--- src/wdt_consts.svh ---
// Register offsets, field positions, reset values and timing counts
`ifndef WDT_CONSTS_SVH
`define WDT_CONSTS_SVH
`define ADDR_WATCHDOG_CONTROL 3'h0
`define ADDR_RESET_SOURCE_FLAGS 3'h1
`define ADDR_PROG_MEM_CTRL_ONE 3'h2
`define ADDR_PORT_DATA 3'h3
`define ADDR_PORT_DIR 3'h4
`define ADDR_STATUS 3'h5
`define WATCHDOG_CONTROL_RESET 8'h53
`define KEY_MSB 7
`define KEY_LSB 3
`define SEL_MSB 2
`define SEL_LSB 0
`define KEY_ENABLE_A 5'h0a
`define KEY_ENABLE_B 5'h15
`define SOFT_FLAG_BIT 0
`define LV_FLAG_BIT 2
`define TO_FLAG_BIT 1
`define PDF_FLAG_BIT 0
`define IAP_RESET_KEY 8'h55
`define PORT_RESET 8'hff
`define FC1_RESET 8'h00
`define LOW_SPEED_CLOCK_HZ 32000
`define CLK_FREQ_HZ 10000000
`define SOFT_RESET_DELAY_NS 10000
`define SOFT_RESET_CYCLES \
  ((`SOFT_RESET_DELAY_NS * (`CLK_FREQ_HZ / 1000000) + 999) / 1000)
`define BROWNOUT_FILTER_NS 100000
`define BROWNOUT_CYCLES \
  ((`BROWNOUT_FILTER_NS * (`CLK_FREQ_HZ / 1000000) + 999) / 1000)
`define WDT_CNT_W 18
`define SOFT_CNT_W 7
`define BROWN_CNT_W 10
`endif

--- src/wdt_pkg.sv ---
// Types shared by the watchdog and reset flag logic
package wdt_pkg;
  // One register bus request, packed from the plain port
  typedef struct packed {
    logic [2:0] addr;
    logic [7:0] wdata;
    logic wr;
    logic rd;
  } reg_req_t;

  // Key violation sequencer
  typedef enum {KEY_IDLE, KEY_WAIT} key_state_t;

  // Reset requests raised in one cycle
  typedef struct packed {
    logic full;
    logic pc_sp;
  } reset_req_t;
endpackage

--- src/low_speed_internal_osc_tick.sv ---
// Low-speed oscillator synchroniser and rising edge tick
`timescale 1ns/1ns
module low_speed_internal_osc_tick (
  // Clock and reset
  input wire logic clk,
  input wire logic rstn,
  // Oscillator pin and tick out
  input wire logic low_speed_clock,
  output logic tick
);
  logic meta_r;
  logic sync_r;
  logic last_r;
  logic tick_r;

  // Two flops before use; the first is read by the second only
  always_ff @(posedge clk) begin
    if (!rstn) begin
      meta_r <= 1'b0;
      sync_r <= 1'b0;
      last_r <= 1'b0;
    end else begin
      meta_r <= low_speed_clock;
      sync_r <= meta_r;
      last_r <= sync_r;
    end
  end

  // One system cycle per oscillator rising edge
  always_ff @(posedge clk) begin
    if (!rstn) begin
      tick_r <= 1'b0;
    end else begin
      tick_r <= sync_r & ~last_r;
    end
  end

  assign tick = tick_r;
endmodule

--- src/watchdog_and_reset_flags.sv ---
// Watchdog timer with key control, reset flags and reset sources
//
// Operation
// Counter advances only on low-speed oscillator edges
// Selector picks 2^8 to 2^18 period
// Keys 01010B or 10101B enable counting
// Other key values reset after fixed delay
// Key violation reset sets soft flag
// Power-on key 01010B, selector 011
// Soft flag cleared only by software
// Running timeout: full reset, timeout flag set
// Low-power timeout: flag, clear PC/SP only
// Key reset, clear, HALT clear counter
// Program clears watchdog before period ends
// Low supply resets only past filter time
// Brownout reset sets low-voltage flag bit 2
// Brownout detection off in sleep/idle
// Power-on clears program counter
// Power-on sets port data/direction ones
// Writing 55H to programming control resets
// Unused reset flag bits read zero
// HALT sets power-down, clears timeout flag
// Power-on clears flags; brownout keeps them
// Control write restarts watchdog count
// Free 18-bit counter, single-cycle overflow
`timescale 1ns/1ns
`include "wdt_consts.svh"
module watchdog_and_reset_flags
  import wdt_pkg::*;
(
  // Clock and power-on reset
  input wire logic clk,
  input wire logic rstn,
  // Asynchronous pins
  input wire logic low_speed_clock,
  input wire logic low_supply,
  // Core events
  input wire logic clear_watchdog_instr,
  input wire logic halt_instr,
  input wire logic low_power_mode,
  // Register port
  input wire logic [2:0] addr,
  input wire logic [7:0] wdata,
  input wire logic wr,
  input wire logic rd,
  output logic [7:0] rdata,
  // Reset requests and status
  output logic full_reset,
  output logic pc_sp_clear,
  output logic timeout_status_flag,
  output logic power_down_flag,
  // Port initial state
  output logic [7:0] port_data,
  output logic [7:0] port_dir
);
  localparam int SR_CYC = `SOFT_RESET_CYCLES;

  reg_req_t req;
  reset_req_t rst_req;
  key_state_t key_state_r;
  logic [7:0] watchdog_control_r;
  logic [7:0] fc1_r;
  logic [7:0] port_data_r;
  logic [7:0] port_dir_r;
  logic [7:0] rdata_r;
  logic [`WDT_CNT_W-1:0] wdt_cnt_r;
  logic [`SOFT_CNT_W-1:0] soft_cnt_r;
  logic [`BROWN_CNT_W-1:0] brown_cnt_r;
  logic soft_flag_r, lv_flag_r, to_flag_r, pdf_r;
  logic full_reset_r;
  logic pc_sp_clear_r;
  logic ls_meta_r, ls_sync_r, lvr_done_r;
  logic tick, key_ok, wdt_ovf, key_rst;
  logic lvr_fire, iap_fire, watchdog_control_wr, reset_source_flags_wr, clear_any;

  // Terminal count for a period code
  function automatic logic [`WDT_CNT_W-1:0] period_term(
    input logic [2:0] sel
  );
    logic [4:0] e;
    logic [`WDT_CNT_W:0] p;
    e = 5'h08;
    unique case (sel)
      3'h0: e = 5'h08;
      3'h1: e = 5'h0a;
      3'h2: e = 5'h0c;
      3'h3: e = 5'h0e;
      3'h4: e = 5'h0f;
      3'h5: e = 5'h10;
      3'h6: e = 5'h11;
      3'h7: e = 5'h12;
    endcase
    p = (19'h1 << e) - 19'h1;
    return p[`WDT_CNT_W-1:0];
  endfunction

  // True for the two enabling key patterns
  function automatic logic key_valid(input logic [7:0] ctl);
    return ctl[`KEY_MSB:`KEY_LSB] == `KEY_ENABLE_A ||
           ctl[`KEY_MSB:`KEY_LSB] == `KEY_ENABLE_B;
  endfunction

  // Oscillator edges arrive as single system-cycle ticks
  low_speed_internal_osc_tick u_tick (
    .clk(clk),
    .rstn(rstn),
    .low_speed_clock(low_speed_clock),
    .tick(tick)
  );

  // Bus request and decoded write strobes
  assign req = '{addr: addr, wdata: wdata, wr: wr, rd: rd};
  assign watchdog_control_wr = req.wr && req.addr == `ADDR_WATCHDOG_CONTROL;
  assign reset_source_flags_wr = req.wr && req.addr == `ADDR_RESET_SOURCE_FLAGS;
  assign iap_fire = req.wr && req.addr == `ADDR_PROG_MEM_CTRL_ONE &&
                    req.wdata == `IAP_RESET_KEY;

  // Enable decode and overflow on the selected period
  assign key_ok = key_valid(watchdog_control_r);
  assign wdt_ovf = tick && key_ok &&
                   wdt_cnt_r == period_term(watchdog_control_r[`SEL_MSB:`SEL_LSB]);
  assign key_rst = key_state_r == KEY_WAIT &&
                   soft_cnt_r == `SOFT_CNT_W'(SR_CYC - 1);
  assign clear_any = clear_watchdog_instr || halt_instr ||
                     key_rst || watchdog_control_wr;

  // A timeout in sleep or idle only clears PC and SP
  always_comb begin
    rst_req.full = key_rst || lvr_fire || iap_fire ||
                   (wdt_ovf && !low_power_mode);
    rst_req.pc_sp = rst_req.full || (wdt_ovf && low_power_mode);
  end

  // Free 18-bit count of oscillator ticks, cleared on any restart
  always_ff @(posedge clk) begin
    if (!rstn) begin
      wdt_cnt_r <= '0;
    end else if (clear_any || rst_req.full || wdt_ovf) begin
      wdt_cnt_r <= '0;
    end else if (tick && key_ok) begin
      wdt_cnt_r <= wdt_cnt_r + `WDT_CNT_W'(1);
    end
  end

  // Once a bad key is seen the reset is committed; rewriting the
  // key during the delay cannot cancel it
  always_ff @(posedge clk) begin
    if (!rstn) begin
      key_state_r <= KEY_IDLE;
      soft_cnt_r <= '0;
    end else begin
      unique case (key_state_r)
        KEY_IDLE: begin
          soft_cnt_r <= '0;
          if (!key_ok) begin
            key_state_r <= KEY_WAIT;
          end
        end
        KEY_WAIT: begin
          if (key_rst) begin
            key_state_r <= KEY_IDLE;
            soft_cnt_r <= '0;
          end else begin
            soft_cnt_r <= soft_cnt_r + `SOFT_CNT_W'(1);
          end
        end
      endcase
    end
  end

  // Control register; any full reset reloads the power-on value
  always_ff @(posedge clk) begin
    if (!rstn) begin
      watchdog_control_r <= `WATCHDOG_CONTROL_RESET;
    end else if (rst_req.full) begin
      watchdog_control_r <= `WATCHDOG_CONTROL_RESET;
    end else if (watchdog_control_wr) begin
      watchdog_control_r <= req.wdata;
    end
  end

  // Programming control holds its last write; any full reset clears it, so a 55H write is never held
  always_ff @(posedge clk) begin
    if (!rstn) begin
      fc1_r <= `FC1_RESET;
    end else if (rst_req.full) begin
      fc1_r <= `FC1_RESET;
    end else if (req.wr && req.addr == `ADDR_PROG_MEM_CTRL_ONE) begin
      fc1_r <= req.wdata;
    end
  end

  // Port registers come up as inputs after any full reset
  always_ff @(posedge clk) begin
    if (!rstn || rst_req.full) begin
      port_data_r <= `PORT_RESET;
      port_dir_r <= `PORT_RESET;
    end else if (req.wr && req.addr == `ADDR_PORT_DATA) begin
      port_data_r <= req.wdata;
    end else if (req.wr && req.addr == `ADDR_PORT_DIR) begin
      port_dir_r <= req.wdata;
    end
  end

  // Soft reset flag: hardware sets, only software clears, set wins
  always_ff @(posedge clk) begin
    if (!rstn) begin
      soft_flag_r <= 1'b0;
    end else if (key_rst) begin
      soft_flag_r <= 1'b1;
    end else if (reset_source_flags_wr) begin
      soft_flag_r <= req.wdata[`SOFT_FLAG_BIT];
    end
  end

  // Low-voltage flag, same set-over-clear policy
  always_ff @(posedge clk) begin
    if (!rstn) begin
      lv_flag_r <= 1'b0;
    end else if (lvr_fire) begin
      lv_flag_r <= 1'b1;
    end else if (reset_source_flags_wr) begin
      lv_flag_r <= req.wdata[`LV_FLAG_BIT];
    end
  end

  // Supply monitor pin needs two flops before the filter sees it
  always_ff @(posedge clk) begin
    if (!rstn) begin
      ls_meta_r <= 1'b0;
      ls_sync_r <= 1'b0;
    end else begin
      ls_meta_r <= low_supply;
      ls_sync_r <= ls_meta_r;
    end
  end

  // Glitch filter: fires once per low-supply episode, and is held
  // off in low-power modes so a sleeping part never browns out
  assign lvr_fire = ls_sync_r && !low_power_mode && !lvr_done_r &&
                    brown_cnt_r == `BROWN_CNT_W'(`BROWNOUT_CYCLES);
  always_ff @(posedge clk) begin
    if (!rstn) begin
      brown_cnt_r <= '0;
      lvr_done_r <= 1'b0;
    end else if (!ls_sync_r || low_power_mode) begin
      brown_cnt_r <= '0;
      lvr_done_r <= 1'b0;
    end else if (lvr_fire) begin
      lvr_done_r <= 1'b1;
    end else if (!lvr_done_r) begin
      brown_cnt_r <= brown_cnt_r + `BROWN_CNT_W'(1);
    end
  end

  // Timeout flag: overflow sets and wins over HALT's clear
  always_ff @(posedge clk) begin
    if (!rstn) begin
      to_flag_r <= 1'b0;
    end else if (wdt_ovf) begin
      to_flag_r <= 1'b1;
    end else if (halt_instr) begin
      to_flag_r <= 1'b0;
    end
  end

  // Power-down flag: HALT sets, clear instruction clears
  always_ff @(posedge clk) begin
    if (!rstn) begin
      pdf_r <= 1'b0;
    end else if (halt_instr) begin
      pdf_r <= 1'b1;
    end else if (clear_watchdog_instr) begin
      pdf_r <= 1'b0;
    end
  end

  // Reset pulses; PC clear is held through power-on reset
  always_ff @(posedge clk) begin
    if (!rstn) begin
      full_reset_r <= 1'b0;
      pc_sp_clear_r <= 1'b1;
    end else begin
      full_reset_r <= rst_req.full;
      pc_sp_clear_r <= rst_req.pc_sp;
    end
  end

  // Read data stand only in the cycle after the strobe
  always_ff @(posedge clk) begin
    if (!rstn || !req.rd) begin
      rdata_r <= 8'h00;
    end else begin
      unique case (req.addr)
        `ADDR_WATCHDOG_CONTROL: rdata_r <= watchdog_control_r;
        `ADDR_RESET_SOURCE_FLAGS: rdata_r <= {5'h00, lv_flag_r, 1'b0,
                                             soft_flag_r};
        `ADDR_PROG_MEM_CTRL_ONE: rdata_r <= fc1_r;
        `ADDR_PORT_DATA: rdata_r <= port_data_r;
        `ADDR_PORT_DIR: rdata_r <= port_dir_r;
        `ADDR_STATUS: rdata_r <= {6'h00, to_flag_r, pdf_r};
        default: rdata_r <= 8'h00;
      endcase
    end
  end

  assign rdata = rdata_r;
  assign full_reset = full_reset_r;
  assign pc_sp_clear = pc_sp_clear_r;
  assign timeout_status_flag = to_flag_r;
  assign power_down_flag = pdf_r;
  assign port_data = port_data_r;
  assign port_dir = port_dir_r;
endmodule

--- config.mk ---
export PLATFORM = sky130hd
export DESIGN_NAME = watchdog_and_reset_flags
export DESIGN_NICKNAME = d
export VERILOG_FILES = /design/src/wdt_pkg.sv /design/src/low_speed_internal_osc_tick.sv /design/src/watchdog_and_reset_flags.sv
export VERILOG_INCLUDE_DIRS = /design/src /design/src/src
export SDC_FILE = /design/constraint.sdc
export NUM_CORES = 1
export LEC_CHECK = 0
export ABC_AREA = 1
export BUFFER_PORTS_ARGS = -buffer_cell sky130_fd_sc_hd__buf_2
export CAP_MARGIN = 20
export CORE_ASPECT_RATIO = 0.7
export CORE_UTILIZATION = 43
export DETAILED_ROUTE_END_ITERATION = 12
export GPL_TIMING_DRIVEN = 0
export PLACE_DENSITY = 0.69
export SLEW_MARGIN = 25
export SYNTH_ARGS = -nofsm -noshare
export SYNTH_HDL_FRONTEND = slang
export SYNTH_HIERARCHICAL = 1
export SYNTH_SLANG_ARGS = --single-unit
--- constraint.sdc ---
create_clock -name clk -period 4.1 [get_ports clk]
set_input_delay 0.82 -clock clk [delete_from_list [all_inputs] [get_ports clk]]
set_output_delay 0.82 -clock clk [all_outputs]
set_load 0.05 [all_outputs]
After elaboration in Yosys (flattened, before gate mapping) --
Memory sizes are Yosys's and may differ from the RTL's. A register that Yosys moved wholly into a read port is not among the register bits. Index checks and enable logic that the tools add are counted.
Word-level totals: bits of input ports 20, output and inout port bits 28, memories 1, ROM bits 40, bits in registers 120
Cells by class: muxes and demuxes 16, shift operators 1, bitwise gates (word level) 6, reduce and logical (&&, ||, !) cells 44, eq/ne operators 15, add/sub/neg operators 4
Memory list:
- (no name shown) | words 8, width 5, rd ports 1, clocked after Yosys merged registers in 1, wr ports 0, RTL line watchdog_and_reset_flags.sv:83 | unique case (sel)
Operator list (count):
- $mux W32 | 2
- $pmux W32 S2 | 1
- $pmux W8 S6 | 1
- $eq A32 B1 Y1 const B | 1
- $eq A32 B2 Y1 const B | 1
- $logic_not A32 Y1 | 1
- $add A18 B1 Y18 const B | 1
- $eq A18 B18 Y1 | 1
- $shl A1 B5 Y18 const A | 1
- $sub A18 B1 Y18 const B | 1
- $logic_and A1 B1 Y1 | 14
- $pmux W7 S2 | 1
- $logic_or A1 B1 Y1 | 13
- $add A10 B1 Y10 const B | 1
- $eq A10 B10 Y1 const B | 1
- $eq A8 B7 Y1 const B | 1
- $mux W1 | 8
- $reduce_bool A2 Y1 | 4
- $add A7 B1 Y7 const B | 1
- $eq A7 B7 Y1 const B | 1
- $mux W7 | 1
- $eq A3 B2 Y1 const B | 2
- $eq A3 B3 Y1 const B | 2
- $mux W3 | 2
- other kinds (10) | 23

Longest topological paths before layout --
depth after elaboration 10, mapped depth 20

Hierarchy --
Netlist, hierarchy kept.
Modules (own cells, without submodules):
- watchdog_and_reset_flags | seq. area each 1801.7 µm², cells an instance 694, area an instance 4665.7 µm², instances 1
- low_speed_internal_osc_tick | seq. area each 80.1 µm², cells an instance 11, area an instance 108.9 µm², instances 1

Least setup slack after synthesis --
OpenSTA, ideal clock, no wires.
path kind reg2reg, start register with a tool-made name, end register with a tool-made name, library setup time 60 ps, stages on the path, launching flop included 20, path slack 1524 ps, data arrival time 2515 ps, cells stage by stage dfxtp_1 > nor2_4 > buf_6 > nand2_1 > ha_1 > xnor2_1 > nor2_1 > nand2_1 > nor2_1 > nand2_1 > nor2_1 > nand3_1 > nor2_2 > nand3_4 > nand3_1 > inv_1 > ha_1 > inv_1 > nand4_1 > nand2_1

==> impl_metrics.tcl <==
set metrics [dict create \
    status "finished clean" \
    crit_required_ps 4380 \
    grt-ovfl-total 0 \
    grt_pass1_vias 4320 \
    synth_common_cells "nand2_1 (185), inv_1 (96), dfxtp_1 (94)" \
    slew_viol_final 0 \
    synth.avg_cell_area_um2 6.77 \
    fill_cells 1053 \
    synth_top_family_by_area "simple AND/OR/NAND/NOR gates" \
    cts_made_buffers 9 \
    syn_area_um2 4770 \
    cts_root_buf "clkbuf_16" \
    syn_inst 705 \
    synth_compound_area_frac 0.0975 \
    finalClockSkew_ps 8.43 \
    cts_max_level 3 \
    setup.worst_path.class "reg2reg" \
    async_flop_share 0 \
    drc 0 \
    grt_pass1_wl_um 19900 \
    period_minus_slack_ps 3230 \
    power_uw 1960 \
    antenna_found_initial 0 \
    area_growth_pct 15.1 \
    p_switching_uw 500 \
    synth_edf_count 0 \
    synthAdderAreaFrac 0.0183 \
    tritoncts "built" \
    yosysTopAreaCellShare 0.394 \
    finalCritPeriodShare 0.788 \
    muxShareOfSynthArea 0 \
    vias 4691 \
    multi_input_area_um2 2430 \
    pre_cts_ws_ps 914 \
    yosys.area_share.xor_xnor 0.0312 \
    antennaDiodeCount 0 \
    port_buffers 47 \
    ctsHoldBuffers 0 \
    synthFlopType "dfxtp_1" \
    start_kind "flip-flop" \
    cts_setup_buffers 0 \
    core.rowCount 31 \
    critPathMaxFanout 7 \
    setup_slack_ps 869 \
    io_pins 48 \
    grt.total_usage 0.214 \
    yosys.area_share.simple 0.361 \
    cts_sinks 94 \
    yosysMostFrequentCell "nand2_1" \
    rsz0062_at_grt "no" \
    max_freq_mhz 310 \
    drive_gt1_frac 0.120 \
    clk_latency_ps 340 \
    first_pass_iters 6 \
    dp_hpwl_um 9090 \
    nets 790 \
    worst_slew_pin_slew_ps 664 \
    min-delay-path-class "reg2reg" \
    finalSetupViolCount 0 \
    cts.path.max_buffers 2 \
    fin_setup_tns_ps 0 \
    cts_resized 0 \
    gp_congestion 0.947 \
    drt_iter0_drc 300 \
    worstPathArrival_ps 3510 \
    finish.utilization 0.521 \
    die_x_um 128 \
    initial_core_util 0.453 \
    clkPwrFrac 0.431 \
    routed_wl_um 11900 \
    synth.area.top_cells "dfxtp_1 (39%), nand2_1 (15%), inv_1 (7.5%)" \
    die_area_um2 11500 \
    yosysWarnings 6 \
    clk_pin_slew_ps 60 \
    drtAntennaViolNets 0 \
    power.leakage_uw 0.00243 \
    final_hold_viol_count 0 \
    yosysSeqAreaShare 0.394 \
    dieHeight_um 90.2 \
    intPower_uw 1460 \
    grt_max_degree 17 \
    seqCellArea_um2 1880 \
    yosysUniqueCellTypes 38 \
    wl_per_cell_um 13.0 \
    yosys_register_bits 94 \
    maxCapViolCount 0 \
    pwr-share-seq 0.482 \
    p_per_area_nw_per_um2 357 \
    synth_nets 732 \
    end_kind "flip-flop" \
    sw_frac_of_total 0.255 \
    yosysTopAreaCell "dfxtp_1" \
    via_per_inst 5.12 \
    combPwrFrac 0.087 \
    vdd_ir_drop_max_v 0.000213 \
    slew-limit-headroom 0.556 \
    coreArea_um2 10600 \
]
cells by family (layout without fill, tap and decap cells):
logic type,after synthesis,after routing
buf+inv,115,178
flops,94,94
compound gates,82,82
simple gates,390,390
fa+ha+maj,7,7
xor+xnor,17,17
cell usage in the layout, fill, tap and decap left out, drive strengths merged, types with 3 or more instances in the layout:
| master | netlist | routed |
|---|---|---|
| ha | 7 | 7 |
| a21oi | 30 | 30 |
| xnor2 | 6 | 6 |
| nor3b | 3 | 3 |
| nor4 | 6 | 6 |
| or2 | 3 | 3 |
| a221oi | 8 | 8 |
| dfxtp | 94 | 94 |
| nor3 | 14 | 14 |
| clkinv | 0 | 3 |
| clkbuf | 8 | 18 |
| xor2 | 11 | 11 |
| nand2 | 188 | 188 |
| o22ai | 3 | 3 |
| nor2 | 92 | 92 |
| nand3 | 66 | 66 |
| inv | 101 | 102 |
| nand4 | 15 | 15 |
| o211ai | 3 | 3 |
| o21ai | 35 | 35 |
| buf | 6 | 53 |
worst max-delay path, stage by stage, from the launching register on:
cell     delay, ps
dfxtp_1        370
nor2_2         380
nand3_1        180
ha_1           300
xnor2_1        230
o21ai_0        130
nand2_1         70
nand3_1         70
nor2_1         180
nand3_1        120
nor2_2         200
nand3_4        160
nand3_1        170
inv_1           80
ha_1           290
inv_1           50
nand4_1         80
nand2_1        110
state kept, by name (all words and copies together), names as in the netlist, 7 cells and up, named ones only:
name and flops:
brown_cnt_r 10, fc1_r 8, port_data 8, port_dir 8, rdata 8, soft_cnt_r 7, watchdog_control_r 8, wdt_cnt_r 18
power groups by stage:
stage / clock network, uW / registers, uW / logic, uW
floorplan: 0 / 991 / 90.4
global placement: 0 / 965 / 166
detailed placement: 0 / 965 / 169
CTS: 860 / 944 / 170
global route: 894 / 946 / 189
finish: 844 / 945 / 171
through the flow:
stage,hold slack (ps),std cells,cell area (um^2)
finish,403,916,5500
global route,418,916,5500
CTS,406,916,5500
detailed placement,395,900,5190
global placement,388,900,5190
floorplan,384,705,4770
layout make-up:
| cell class | count | area share |
|---|---|---|
| Inverter | 101 | 0.0694 |
| Clock buffer | 10 | 0.0417 |
| Sequential cell | 94 | 0.342 |
| Timing Repair Buffer | 47 | 0.0428 |
| Tap cell | 148 | 0.0337 |
| Clock inverter | 6 | 0.0130 |
| Multi-Input combinational cell | 496 | 0.442 |
| Buffer | 14 | 0.0153 |
final timing paths:
kind / start / to / slack, ps / cells after the start
setup reg to reg: flip-flop / flip-flop / 870 / 17
hold reg to reg: u_tick/last_r / u_tick/tick / 400 / 1
setup / recovery: flip-flop / flip-flop / 870 / 17
hold / removal: u_tick/last_r / u_tick/tick / 400 / 1
routing by layer:
layer  global-route usage  wire [um]  share of wire
met1                0.299       5800           0.49
met2                0.331       5220           0.44
met3               0.0506        705          0.059
met4               0.0490        136          0.011
met5                    0          0              0
No activity file was read; power rests on OpenSTA's default activity.
